===== config.mk =====
export PLATFORM = sky130hd
export DESIGN_NAME = sdadc_ctrl
export DESIGN_NICKNAME = d
export VERILOG_FILES = /design/src/pkg/sdadc_pkg.sv /design/src/design/sdadc_ctrl.sv /design/src/design/sdadc_sample_clk.sv /design/src/design/sdadc_comb.sv
export SDC_FILE = /design/constraint.sdc
export NUM_CORES = 1
export LEC_CHECK = 0
export BUFFER_PORTS_ARGS = -buffer_cell sky130_fd_sc_hd__clkbuf_2
export CAP_MARGIN = 20
export CELL_PAD_IN_SITES_DETAIL_PLACEMENT = 1
export CELL_PAD_IN_SITES_GLOBAL_PLACEMENT = 1
export CORE_AREA = 2 2 234 179
export DETAILED_ROUTE_END_ITERATION = 8
export DIE_AREA = 0 0 236 181
export PLACE_DENSITY_LB_ADDON = 0.2
export SLEW_MARGIN = 20
export SYNTH_ARGS = -nofsm -noshare
export SYNTH_HDL_FRONTEND = slang
export SYNTH_SLANG_ARGS = --single-unit

===== constraint.sdc =====
create_clock -name clk_sys -period 23.3 [get_ports clk_sys]
set_input_delay 4.66 -clock clk_sys [delete_from_list [all_inputs] [get_ports clk_sys]]
set_output_delay 4.66 -clock clk_sys [all_outputs]
set_load 0.02 [all_outputs]

===== src/pkg/sdadc_pkg.sv =====
// Purpose: Shared constants for the sigma-delta converter output control.
// Assumes: Main clock of 100 MHz; registers are 32-bit aligned words.
// Notes:   Overview list below names the behaviour each tag marks.
// Overview of operation
// RQ1: Full scale output is 15625 codes.
// RQ2: Results clamp at plus or minus 15625.
// RQ3: Fifteen-bit two's complement, bit 14 is sign.
// RQ4: One result every N samples raises interrupt.
// RQ5: Decimation field picks N; select bit rate.
// RQ6: Each result spans last 2N modulator samples.
// RQ7: First two results after switching are unsettled.
// RQ8: Software drops first two interrupts after switching.
// RQ9: Auto-zero shorts the converter inputs together.
// RQ10: Clearing auto-zero restarts the converter.
// RQ11: Software subtracts the stored offset code.
// RQ12: Two-bit field selects converter input gain.
// RQ13: Chopper 00 positive, 01 negative, toggling chops.
// RQ14: Software keeps chopping between 1 and 2 kHz.
// RQ15: Output rate divides sample rate by 125..8000.
// RQ16: Sample rate is main clock over 25 or 50.
// RQ17: Gain codes give 2/3, 1, 2, 7/3.
// RQ18: Modulator and filter enables both start conversion.
// RQ19: Interrupt flag sticks until cleared, gated by enable.
package sdadc_pkg;
	// Register byte offsets.
	localparam logic [3:0] SDADC_OFS_CTRL   = 4'h0;
	localparam logic [3:0] SDADC_OFS_RESULT = 4'h4;
	localparam logic [3:0] SDADC_OFS_STATUS = 4'h8;
	localparam logic [3:0] SDADC_OFS_MASK   = 4'hc;
	// Control field positions.
	localparam int SDADC_CTL_MOD_EN  = 0;
	localparam int SDADC_CTL_FILT_EN = 1;
	localparam int SDADC_CTL_AZ      = 2;
	localparam int SDADC_CTL_CLKSEL  = 3;
	localparam int SDADC_CTL_DEC_LO  = 4;
	localparam int SDADC_CTL_GAIN_LO = 8;
	localparam int SDADC_CTL_CHOP_LO = 10;
	// Status bits: a new result, and a new result that is settled.
	localparam int SDADC_ST_RESULT  = 0;
	localparam int SDADC_ST_SETTLED = 1;
	localparam logic [11:0] SDADC_CTRL_RST = 12'h000;
	localparam logic [1:0]  SDADC_MASK_RST = 2'h0;
	// Full scale and sample clock division.
	localparam logic signed [31:0] SDADC_FULL_SCALE = 32'sd15625;
	localparam logic [5:0] SDADC_DIV_FAST = 6'd25;
	localparam logic [5:0] SDADC_DIV_SLOW = 6'd50;
	// Results discarded after a restart before one counts as settled.
	localparam logic [1:0] SDADC_SETTLE_RESULTS = 2'd2;
	// Chopper half periods in main clock cycles (period 500 and 1000).
	localparam logic [9:0] SDADC_CHOP_HALF_FAST = 10'd250;
	localparam logic [9:0] SDADC_CHOP_HALF_SLOW = 10'd500;
	localparam logic [1:0] SDADC_CHOP_POS = 2'b00;
	localparam logic [1:0] SDADC_CHOP_NEG = 2'b01;

	// Samples per result for a decimation code; 111 repeats 8000.
	function automatic logic [12:0] sdadc_dec_len(input logic [2:0] code);
		logic [12:0] n;
		n = 13'd125;
		case (code)
			3'd0: n = 13'd125;
			3'd1: n = 13'd250;
			3'd2: n = 13'd500;
			3'd3: n = 13'd1000;
			3'd4: n = 13'd2000;
			3'd5: n = 13'd4000;
			default: n = 13'd8000;
		endcase
		return n;
	endfunction

	// Shift that scales N squared down to 125 squared.
	function automatic logic [3:0] sdadc_dec_shift(input logic [2:0] code);
		logic [3:0] s;
		s = (code == 3'd7) ? 4'd12 : {code, 1'b0};
		return s;
	endfunction
endpackage


===== src/design/sdadc_ctrl.sv =====
// Purpose: Register front end and sequencing of the sigma-delta converter.
// Assumes: Avalon-MM slave with waitrequest; modulator bit synchronous.
// Notes:   Every access takes exactly one wait cycle.
//
// The address map and the Avalon-MM slave port were decided locally.
module sdadc_ctrl
	import sdadc_pkg::*;
(
	// Clock and reset.
	input  wire logic        clk_sys,
	input  wire logic        rst,
	// Avalon-MM register slave.
	input  wire logic [3:0]  avs_address,
	input  wire logic        avs_read,
	input  wire logic        avs_write,
	input  wire logic [31:0] avs_writedata,
	input  wire logic [3:0]  avs_byteenable,
	output logic [31:0]      avs_readdata,
	output logic             avs_waitrequest,
	// Interrupt.
	output logic             conversion_irq,
	// Modulator bit stream and analog controls.
	input  wire logic        mod_bit,
	output logic             modulator_sample,
	output logic             modulator_enable,
	output logic             auto_zero_ctl,
	output logic [1:0]       input_gain_select,
	output logic             chopper_polarity
);

	////////////////////////////////////////////////////////////////////////////
	// State declarations.

	logic [11:0]        ctrl_r;
	logic [11:0]        ctrl_nxt;
	logic [1:0]         mask_r;
	logic [1:0]         mask_nxt;
	logic [1:0]         status_r;
	logic [1:0]         status_nxt;
	logic signed [14:0] hold_r;
	logic [1:0]         settle_r;
	logic [1:0]         settle_nxt;
	logic               wait_r;
	logic [31:0]        rdata_r;
	logic [31:0]        rdata_nxt;
	logic               irq_r;
	logic [9:0]         chop_cnt_r;
	logic [9:0]         chop_cnt_nxt;
	logic               chop_r;
	logic               chop_nxt;
	logic               mod_en_r;
	logic               az_r;
	logic [1:0]         gain_r;

	////////////////////////////////////////////////////////////////////////////
	// Field views of the control register.

	logic               mod_en_w;
	logic               filt_en_w;
	logic               az_w;
	logic               clksel_w;
	logic [2:0]         dec_w;
	logic [1:0]         gain_w;
	logic [1:0]         chop_w;

	assign mod_en_w  = ctrl_r[SDADC_CTL_MOD_EN];
	assign filt_en_w = ctrl_r[SDADC_CTL_FILT_EN];
	assign az_w      = ctrl_r[SDADC_CTL_AZ];
	assign clksel_w  = ctrl_r[SDADC_CTL_CLKSEL];
	assign dec_w     = ctrl_r[SDADC_CTL_DEC_LO +: 3];
	assign gain_w    = ctrl_r[SDADC_CTL_GAIN_LO +: 2];
	assign chop_w    = ctrl_r[SDADC_CTL_CHOP_LO +: 2];

	////////////////////////////////////////////////////////////////////////////
	// Bus decode.

	logic       req_w;
	logic       acc_w;
	logic       wr_w;
	logic       rd_w;
	logic       sel_ctrl_w;
	logic       sel_result_w;
	logic       sel_status_w;
	logic       sel_mask_w;
	logic [31:0] wmask_w;

	// The first cycle of a request sees the wait high; the second completes it.
	// A fixed single wait keeps read data registered without a mux on the bus.
	assign req_w        = avs_read || avs_write;
	assign acc_w        = req_w && !wait_r;
	assign wr_w         = acc_w && avs_write;
	assign rd_w         = acc_w && avs_read;
	assign sel_ctrl_w   = (avs_address == SDADC_OFS_CTRL);
	assign sel_result_w = (avs_address == SDADC_OFS_RESULT);
	assign sel_status_w = (avs_address == SDADC_OFS_STATUS);
	assign sel_mask_w   = (avs_address == SDADC_OFS_MASK);
	assign wmask_w      = {{8{avs_byteenable[3]}}, {8{avs_byteenable[2]}},
	                       {8{avs_byteenable[1]}}, {8{avs_byteenable[0]}}};

	////////////////////////////////////////////////////////////////////////////
	// Control and mask registers.

	logic [31:0] ctrl_wide_w;
	logic [31:0] mask_wide_w;

	// Byte enables merge new bits with old; bits above the field are dropped.
	assign ctrl_wide_w = (avs_writedata & wmask_w) | ({20'h00000, ctrl_r} & ~wmask_w);
	assign mask_wide_w = (avs_writedata & wmask_w) | ({30'h0, mask_r} & ~wmask_w);
	assign ctrl_nxt    = (wr_w && sel_ctrl_w) ? ctrl_wide_w[11:0] : ctrl_r;
	assign mask_nxt    = (wr_w && sel_mask_w) ? mask_wide_w[1:0] : mask_r;

	////////////////////////////////////////////////////////////////////////////
	// Restart and settling.

	logic        run_w;
	logic        restart_w;
	logic        switch_w;
	logic        filt_clr_w;
	logic        res_stb_w;
	logic signed [14:0] res_w;
	logic        settled_w;

	// Both enables are needed before samples are filtered; the modulator enable alone takes them.
	assign run_w     = mod_en_w && filt_en_w; // RQ18
	// Clearing auto-zero, or any stopped state, flushes the comb filter.
	assign restart_w = az_r && !az_w; // RQ10
	assign filt_clr_w = !run_w || restart_w;
	// Any change of gain, auto-zero or rate means the next results are unsettled.
	assign switch_w  = (gain_w != gain_r) || (az_w != az_r) || filt_clr_w ||
	                   (wr_w && sel_ctrl_w && (ctrl_wide_w[7:3] != ctrl_r[7:3]));
	assign settled_w = (settle_r == SDADC_SETTLE_RESULTS);
	// Count results after a switch; the third and later ones are settled.
	assign settle_nxt = switch_w ? 2'd0 :
	                    (res_stb_w && !settled_w) ? settle_r + 2'd1 : settle_r; // RQ7

	////////////////////////////////////////////////////////////////////////////
	// Status and interrupt.

	logic [1:0] ev_w;
	logic [1:0] clr_w;

	// A result sets the sticky flag; it reads as settled when past the first two.
	assign ev_w       = {res_stb_w && settled_w, res_stb_w}; // RQ4 RQ7
	// A read of status clears it, but an event in that same cycle survives.
	assign clr_w      = (rd_w && sel_status_w) ? 2'b11 : 2'b00;
	assign status_nxt = (status_r & ~clr_w) | ev_w; // RQ19

	////////////////////////////////////////////////////////////////////////////
	// Read data.

	logic [31:0] res_word_w;

	// Result sign extends into bit 15 and above so both top bits show the sign.
	assign res_word_w = {{17{hold_r[14]}}, hold_r}; // RQ3
	assign rdata_nxt  = sel_ctrl_w   ? {20'h00000, ctrl_r} :
	                    sel_result_w ? res_word_w :
	                    sel_status_w ? {30'h0, status_r} :
	                    sel_mask_w   ? {30'h0, mask_r} : 32'h00000000;

	////////////////////////////////////////////////////////////////////////////
	// Chopper phase.

	logic [9:0] chop_half_w;
	logic       chop_auto_w;
	logic       chop_flip_w;

	// Codes 10 and 11 alternate the polarity; 00 and 01 hold it fixed.
	assign chop_auto_w  = chop_w[1];
	assign chop_half_w  = chop_w[0] ? SDADC_CHOP_HALF_SLOW : SDADC_CHOP_HALF_FAST;
	assign chop_flip_w  = chop_auto_w && (chop_cnt_r >= chop_half_w - 10'd1);
	assign chop_cnt_nxt = (!chop_auto_w || chop_flip_w) ? 10'd0 : chop_cnt_r + 10'd1;
	assign chop_nxt     = chop_auto_w ? (chop_r ^ chop_flip_w) : // RQ13
	                      (chop_w == SDADC_CHOP_NEG);

	////////////////////////////////////////////////////////////////////////////
	// Bus handshake and read data registers.

	// Wait stays high when idle and drops for the completing cycle only.
	always_ff @(posedge clk_sys or posedge rst)
	begin
		if (rst)
		begin
			wait_r  <= 1'b1;
			rdata_r <= 32'h00000000;
		end
		else
		begin
			wait_r  <= !(req_w && wait_r);
			rdata_r <= (req_w && wait_r) ? rdata_nxt : rdata_r;
		end
	end

	////////////////////////////////////////////////////////////////////////////
	// Software registers, result holding and flags.

	// The held result changes only when a new one arrives.
	always_ff @(posedge clk_sys or posedge rst)
	begin
		if (rst)
		begin
			ctrl_r   <= SDADC_CTRL_RST;
			mask_r   <= SDADC_MASK_RST;
			status_r <= 2'b00;
			hold_r   <= 15'sd0;
			settle_r <= 2'd0;
			irq_r    <= 1'b0;
		end
		else
		begin
			ctrl_r   <= ctrl_nxt;
			mask_r   <= mask_nxt;
			status_r <= status_nxt;
			hold_r   <= res_stb_w ? res_w : hold_r;
			settle_r <= settle_nxt;
			irq_r    <= |(status_nxt & mask_nxt); // RQ19
		end
	end

	////////////////////////////////////////////////////////////////////////////
	// Analog-facing controls.

	// Auto-zero shorts the inputs; gain select passes straight to the front end.
	always_ff @(posedge clk_sys or posedge rst)
	begin
		if (rst)
		begin
			mod_en_r   <= 1'b0;
			az_r       <= 1'b0;
			gain_r     <= 2'b00;
			chop_cnt_r <= 10'd0;
			chop_r     <= 1'b0;
		end
		else
		begin
			mod_en_r   <= mod_en_w;
			az_r       <= az_w; // RQ9
			gain_r     <= gain_w; // RQ12 RQ17
			chop_cnt_r <= chop_cnt_nxt;
			chop_r     <= chop_nxt;
		end
	end

	////////////////////////////////////////////////////////////////////////////
	// Sample clock and comb filter.

	logic samp_w;

	// The sample clock runs with the modulator enable alone.
	sdadc_sample_clk u_clk (
		.clk_sys      (clk_sys),
		.rst          (rst),
		.run          (mod_en_w),
		.slow_sel     (clksel_w), // RQ16
		.sample_stb_r (samp_w)
	);

	// The filter only counts samples while both enables are set.
	sdadc_comb u_comb (
		.clk_sys      (clk_sys),
		.rst          (rst),
		.clr          (filt_clr_w),
		.dec_sel      (dec_w), // RQ5
		.sample_stb   (samp_w && run_w),
		.mod_bit      (mod_bit),
		.result_r     (res_w),
		.result_stb_r (res_stb_w)
	);

	////////////////////////////////////////////////////////////////////////////
	// Outputs.

	assign avs_readdata      = rdata_r;
	assign avs_waitrequest   = wait_r;
	assign conversion_irq    = irq_r;
	assign modulator_sample  = samp_w;
	assign modulator_enable  = mod_en_r;
	assign auto_zero_ctl     = az_r;
	assign input_gain_select = gain_r;
	assign chopper_polarity  = chop_r;
endmodule


===== src/design/sdadc_sample_clk.sv =====
// Purpose: Divides the main clock down to the modulator sample strobe.
// Assumes: Runs only while the modulator is enabled.
// Notes:   Strobe is one cycle wide, once per sample period.
module sdadc_sample_clk
	import sdadc_pkg::*;
(
	// Clock and reset.
	input  wire logic       clk_sys,
	input  wire logic       rst,
	// Control.
	input  wire logic       run,
	input  wire logic       slow_sel,
	// Sample strobe.
	output logic            sample_stb_r
);
	logic [5:0] cnt_r;
	logic [5:0] cnt_nxt;
	logic [5:0] last_w;
	logic       wrap_w;

	// Divide by 25 when the select bit is clear, by 50 when set.
	assign last_w  = (slow_sel ? SDADC_DIV_SLOW : SDADC_DIV_FAST) - 6'd1; // RQ16
	assign wrap_w  = (cnt_r >= last_w);
	assign cnt_nxt = (!run || wrap_w) ? 6'd0 : cnt_r + 6'd1;

	// Counter and strobe; a stopped modulator yields no samples.
	always_ff @(posedge clk_sys or posedge rst)
	begin
		if (rst)
		begin
			cnt_r        <= 6'd0;
			sample_stb_r <= 1'b0;
		end
		else
		begin
			cnt_r        <= cnt_nxt;
			sample_stb_r <= run && wrap_w;
		end
	end
endmodule


===== src/design/sdadc_comb.sv =====
// Purpose: Second order comb decimator with scaling and clamping.
// Assumes: One modulator bit per sample strobe, one means plus one.
// Notes:   A clear restarts the integrators and the decimation count.
module sdadc_comb
	import sdadc_pkg::*;
(
	// Clock and reset.
	input  wire logic              clk_sys,
	input  wire logic              rst,
	// Control.
	input  wire logic              clr,
	input  wire logic [2:0]        dec_sel,
	// Modulator samples.
	input  wire logic              sample_stb,
	input  wire logic              mod_bit,
	// Result.
	output logic signed [14:0]     result_r,
	output logic                   result_stb_r
);
	logic signed [31:0] int1_r, int2_r, dly1_r, dly2_r;
	logic [12:0]        cnt_r;
	logic signed [31:0] x_w, comb1_w, comb2_w, scaled_w, clamp_w;
	logic               dump_w;

	// Plus one or minus one per sample; N squared matches full scale at N=125.
	assign x_w      = mod_bit ? 32'sd1 : -32'sd1; // RQ1
	assign dump_w   = sample_stb && (cnt_r >= sdadc_dec_len(dec_sel) - 13'd1); // RQ5 RQ15
	// Two comb stages span 2N samples, so results overlap by N.
	assign comb1_w  = int2_r - dly1_r; // RQ6
	assign comb2_w  = comb1_w - dly2_r;
	assign scaled_w = comb2_w >>> sdadc_dec_shift(dec_sel);
	// Clamp so that ratios at or beyond one give exactly full scale.
	assign clamp_w  = (scaled_w > SDADC_FULL_SCALE) ? SDADC_FULL_SCALE : // RQ2
	                  (scaled_w < -SDADC_FULL_SCALE) ? -SDADC_FULL_SCALE : scaled_w;

	// Integrators run at the sample rate; wrap-around is harmless in a comb.
	always_ff @(posedge clk_sys or posedge rst)
	begin
		if (rst)
		begin
			int1_r <= 32'sd0;
			int2_r <= 32'sd0;
			cnt_r  <= 13'd0;
		end
		else if (clr)
		begin
			int1_r <= 32'sd0;
			int2_r <= 32'sd0;
			cnt_r  <= 13'd0;
		end
		else if (sample_stb)
		begin
			int1_r <= int1_r + x_w;
			int2_r <= int2_r + int1_r;
			cnt_r  <= dump_w ? 13'd0 : cnt_r + 13'd1;
		end
	end

	// Comb delays and result once every N samples.
	always_ff @(posedge clk_sys or posedge rst)
	begin
		if (rst)
		begin
			dly1_r       <= 32'sd0;
			dly2_r       <= 32'sd0;
			result_r     <= 15'sd0;
			result_stb_r <= 1'b0;
		end
		else if (clr)
		begin
			dly1_r       <= 32'sd0;
			dly2_r       <= 32'sd0;
			result_stb_r <= 1'b0;
		end
		else
		begin
			result_stb_r <= dump_w; // RQ4
			if (dump_w)
			begin
				dly1_r   <= int2_r;
				dly2_r   <= comb1_w;
				result_r <= clamp_w[14:0]; // RQ3
			end
		end
	end
endmodule


==> results.toml <==
[sta]
final-hold-violation-count = 0
tightest_slew_ns = 1.03
setup_ws_ns = 15.17
finClkSkew_ns = 0.0115
slew_headroom_pct = 30.9
finalSetupViolCount = 0
rsz0062_at_grt = "false"
period_minus_slack_ns = 8.13
tns_ns = 0
max_freq_mhz = 123
finalCritPeriodShare_pct = 34.9
final_max_slew_viol_count = 0

[synthesis]
syn_nets = 2293
synth-async-reset-ratio_pct = 100
syn_inst = 2096
syn_area_per_cell_um2 = 8.58
synth-seq-cells = 229
ys_seq_area_share_pct = 31.9
synth_cell_types = 99
synth_edf_count = 0
ys_warn_count = 0
synth_area_mm2 = 0.0180
ys.flop_type = "dfrtp_1"

[placement]
pre_cts_slack_ns = 14.60
hpwl_um = 38600
numPortBuffers = 62
place_congestion = 0.914

[routing]
wire_per_inst_um = 19.5
ant_nets = 0
routed_wl_um = 51600
vias_per_cell = 5.93
drt-initial-drc-count = 1162
post-route-drc-count = 0
dr.pass1.iters = 5
vias = 15700

[setup_path]
cp_max_fo = 31
crit_start = "mod_bit"
reg2reg_from = "u_comb.int2_r[0]"
startpoint_type = "primary input"
critPathRequiredTime_ns = 23.69
path_cells = "clkbuf_2 > inv_1 > buf_4 > ha_1 > a21o_1 > a21o_1 > a2111oi_0 > o31ai_1 > o221ai_1 > o21a_1 > a31oi_1 > a211o_1 > nand2_1 > o21ai_0 > a21oi_1 > xor2_1 > o21ai_0"
worstPathArrival_ns = 8.52
worstSetupEndpointType = "flop"
crit_type = "primary input to flop"
cpMaxStageDelayCell = "a2111oi_0"
max_stage_delay_ns = 0.62

[global_route]
grt.total_usage_pct = 24.1
grt_pass1_wl_um = 85200
grt_pass1_vias = 15900
grt_max_degree = 92
antenna_found_initial = 0
overflow = 0

[layout]
regArea_mm2 = 0.00574
drive_gt1_share_pct = 9.59
final_util_pct = 48.4
fill_cells = 4761
multi_input_area_mm2 = 0.0113
diodes = 0
nNetsFinal = 2294
area_growth_pct = 8.39

[floorplan]
die_h_um = 181
die-area_mm2 = 0.0427
initial_core_util_pct = 44.7
die_x_um = 236
num_rows = 64
core_mm2 = 0.0403
io_pins = 85

[pwr]
p_leak_nw = 9.13
ir_drop_mv = 0.0484
cellPowerDensity_mw_per_mm2 = 48.1

[cts]
clockBufferDepth = 3
cts_sinks = 229
cts_tree = "yes"
h-tree-depth = 1
post_cts_resized = 0
cts-root-buf = "clkbuf_16"
worstSkewPairLatency_ns = 0.56
clk_pin_slew_ns = 0.06
cts_made_buffers = 26
hold_buffers = 0
cts_setup_buffers = 0

[status]
status = "finished, final reports clean"

[flow_run]
cap_violations = 0

[hold_path]
hp-class = "flop to flop"
[synthesized netlist by cell type, types with 8 or more instances]
cell type | instances | area, um^2
o22a_1 | 8 | 70.1
nand2_1 | 204 | 766
a31oi_1 | 26 | 163
buf_2 | 8 | 40.0
a22o_1 | 8 | 70.1
a211oi_1 | 17 | 128
clkbuf_1 | 68 | 255
a22oi_1 | 13 | 97.6
ha_1 | 148 | 1850
nand3_1 | 56 | 280
mux2i_1 | 62 | 621
inv_1 | 122 | 458
a211o_1 | 16 | 140
buf_4 | 17 | 128
nand2b_1 | 14 | 87.6
o21bai_1 | 14 | 105
o21ai_1 | 11 | 55.1
nor3_1 | 38 | 190
xnor2_1 | 80 | 701
and3_1 | 22 | 138
nor2b_1 | 26 | 163
o21ai_0 | 154 | 771
o211ai_1 | 23 | 173
and4_1 | 11 | 96.3
buf_1 | 12 | 45.0
and2_1 | 14 | 87.6
or3_1 | 15 | 93.8
nand4_1 | 24 | 150
xor2_1 | 48 | 420
o31ai_1 | 8 | 60.1
a21oi_1 | 122 | 611
a21o_1 | 59 | 443
nor2_1 | 192 | 721
o21a_1 | 28 | 210
dfrtp_1 | 228 | 5710
mux2_2 | 33 | 372
[flip-flops by register name, summed over array words and instances, names as in the netlist, 2 cells and up, named ones only]
signal	cells
avs_readdata	15
settle_r	2
u_comb.int1_r	32
u_clk.cnt_r	6
u_comb.result_r	15
ctrl_r	5
hold_r	15
u_comb.cnt_r	13
input_gain_select	2
chop_cnt_r	10
u_comb.int2_r	32
u_comb.dly2_r	32
status_r	2
mask_r	2
u_comb.dly1_r	32
[logic make-up (layout without fill, tap and decap cells)]
logic type      count (synthesis)  in the layout  share of synthesized area [%]
xor+xnor                      129            129                           6.32
compound gates                608            608                           22.8
buf+inv                       229            249                           5.27
flops                         229            229                           31.9
mux                            99             99                           6.02
fa+ha+maj                     152            152                           10.7
simple gates                  650            650                           17.0
[final timing paths]
check / slack (ns) / cells past startpoint / to
worst min register to register: 0.44 / 0 / auto_zero_ctl
worst min-delay path: 0.44 / 0 / auto_zero_ctl
min in group asynchronous: 4.23 / 2 / u_comb.int2_r[29]
worst max-delay path: 15.17 / 17 / u_comb.int1_r[29]
max in group asynchronous: 17.81 / 3 / u_comb.int2_r[26]
worst max register to register: 15.51 / 28 / u_comb.result_r[3]
[cell usage in the layout (no fill, tap or decap), types with 28 or more instances in the layout]
cell / synthesis / routed
dfrtp_1: 228 / 227
nand2_1: 204 / 203
nor2_1: 192 / 192
o21ai_0: 154 / 153
ha_1: 148 / 148
a21oi_1: 122 / 122
inv_1: 122 / 120
xnor2_1: 80 / 80
mux2i_1: 62 / 62
clkbuf_2: 0 / 62
a21o_1: 59 / 59
nand3_1: 56 / 56
xor2_1: 48 / 48
nor3_1: 38 / 38
mux2_2: 33 / 33
o21a_1: 28 / 28
[critical path, delay by kind of cell]
family / cells / cell delay (ns)
AOI/OAI and AO/OA: 11 / 2.74
buffers and inverters: 3 / 0.53
and+or+nand+nor: 1 / 0.10
adders and majority gates: 1 / 0.30
xor gates and xnor gates: 1 / 0.19
[layout make-up]
class,count,share of cell area (%)
Clock buffer,37,3.86
Clock inverter,10,0.475
Inverter,122,2.39
Multi-Input combinational cell,1638,58.2
Sequential cell,229,29.4
Tap cell,528,3.39
Timing Repair Buffer,80,2.30
[power by group]
| group | total [mW] | internal, mW | leakage (nW) | switching (mW) |
|---|---|---|---|---|
| Sequential | 0.409 | 0.404 | 3.18 | 0.00571 |
| Clock | 0.409 | 0.236 | 0.418 | 0.174 |
| Combinational | 0.119 | 0.0389 | 5.53 | 0.0799 |
[through the flow]
| stage | hold WS (ns) | instance area, um^2 | total power [mW] | instances |
|---|---|---|---|---|
| after floorplan | 0.389 | 18000 | 0.497 | 2096 |
| after global placement | 0.414 | 18600 | 0.529 | 2597 |
| after detailed placement | 0.416 | 18600 | 0.533 | 2597 |
| after CTS | 0.430 | 19500 | 0.949 | 2644 |
| after global routing | 0.444 | 19500 | 0.978 | 2644 |
| final | 0.436 | 19500 | 0.938 | 2644 |
[per-layer routing]
layer  global-route usage (%)  up-vias  share of wire, %
met5                        0        -                 0
met4                     4.25        0               1.4
met3                     3.91       48               4.3
met2                     37.9      237                44
met1                     35.1     7843                51
li1                         -     7556                 -
Note: power is estimated with default switching activity, not from simulation.
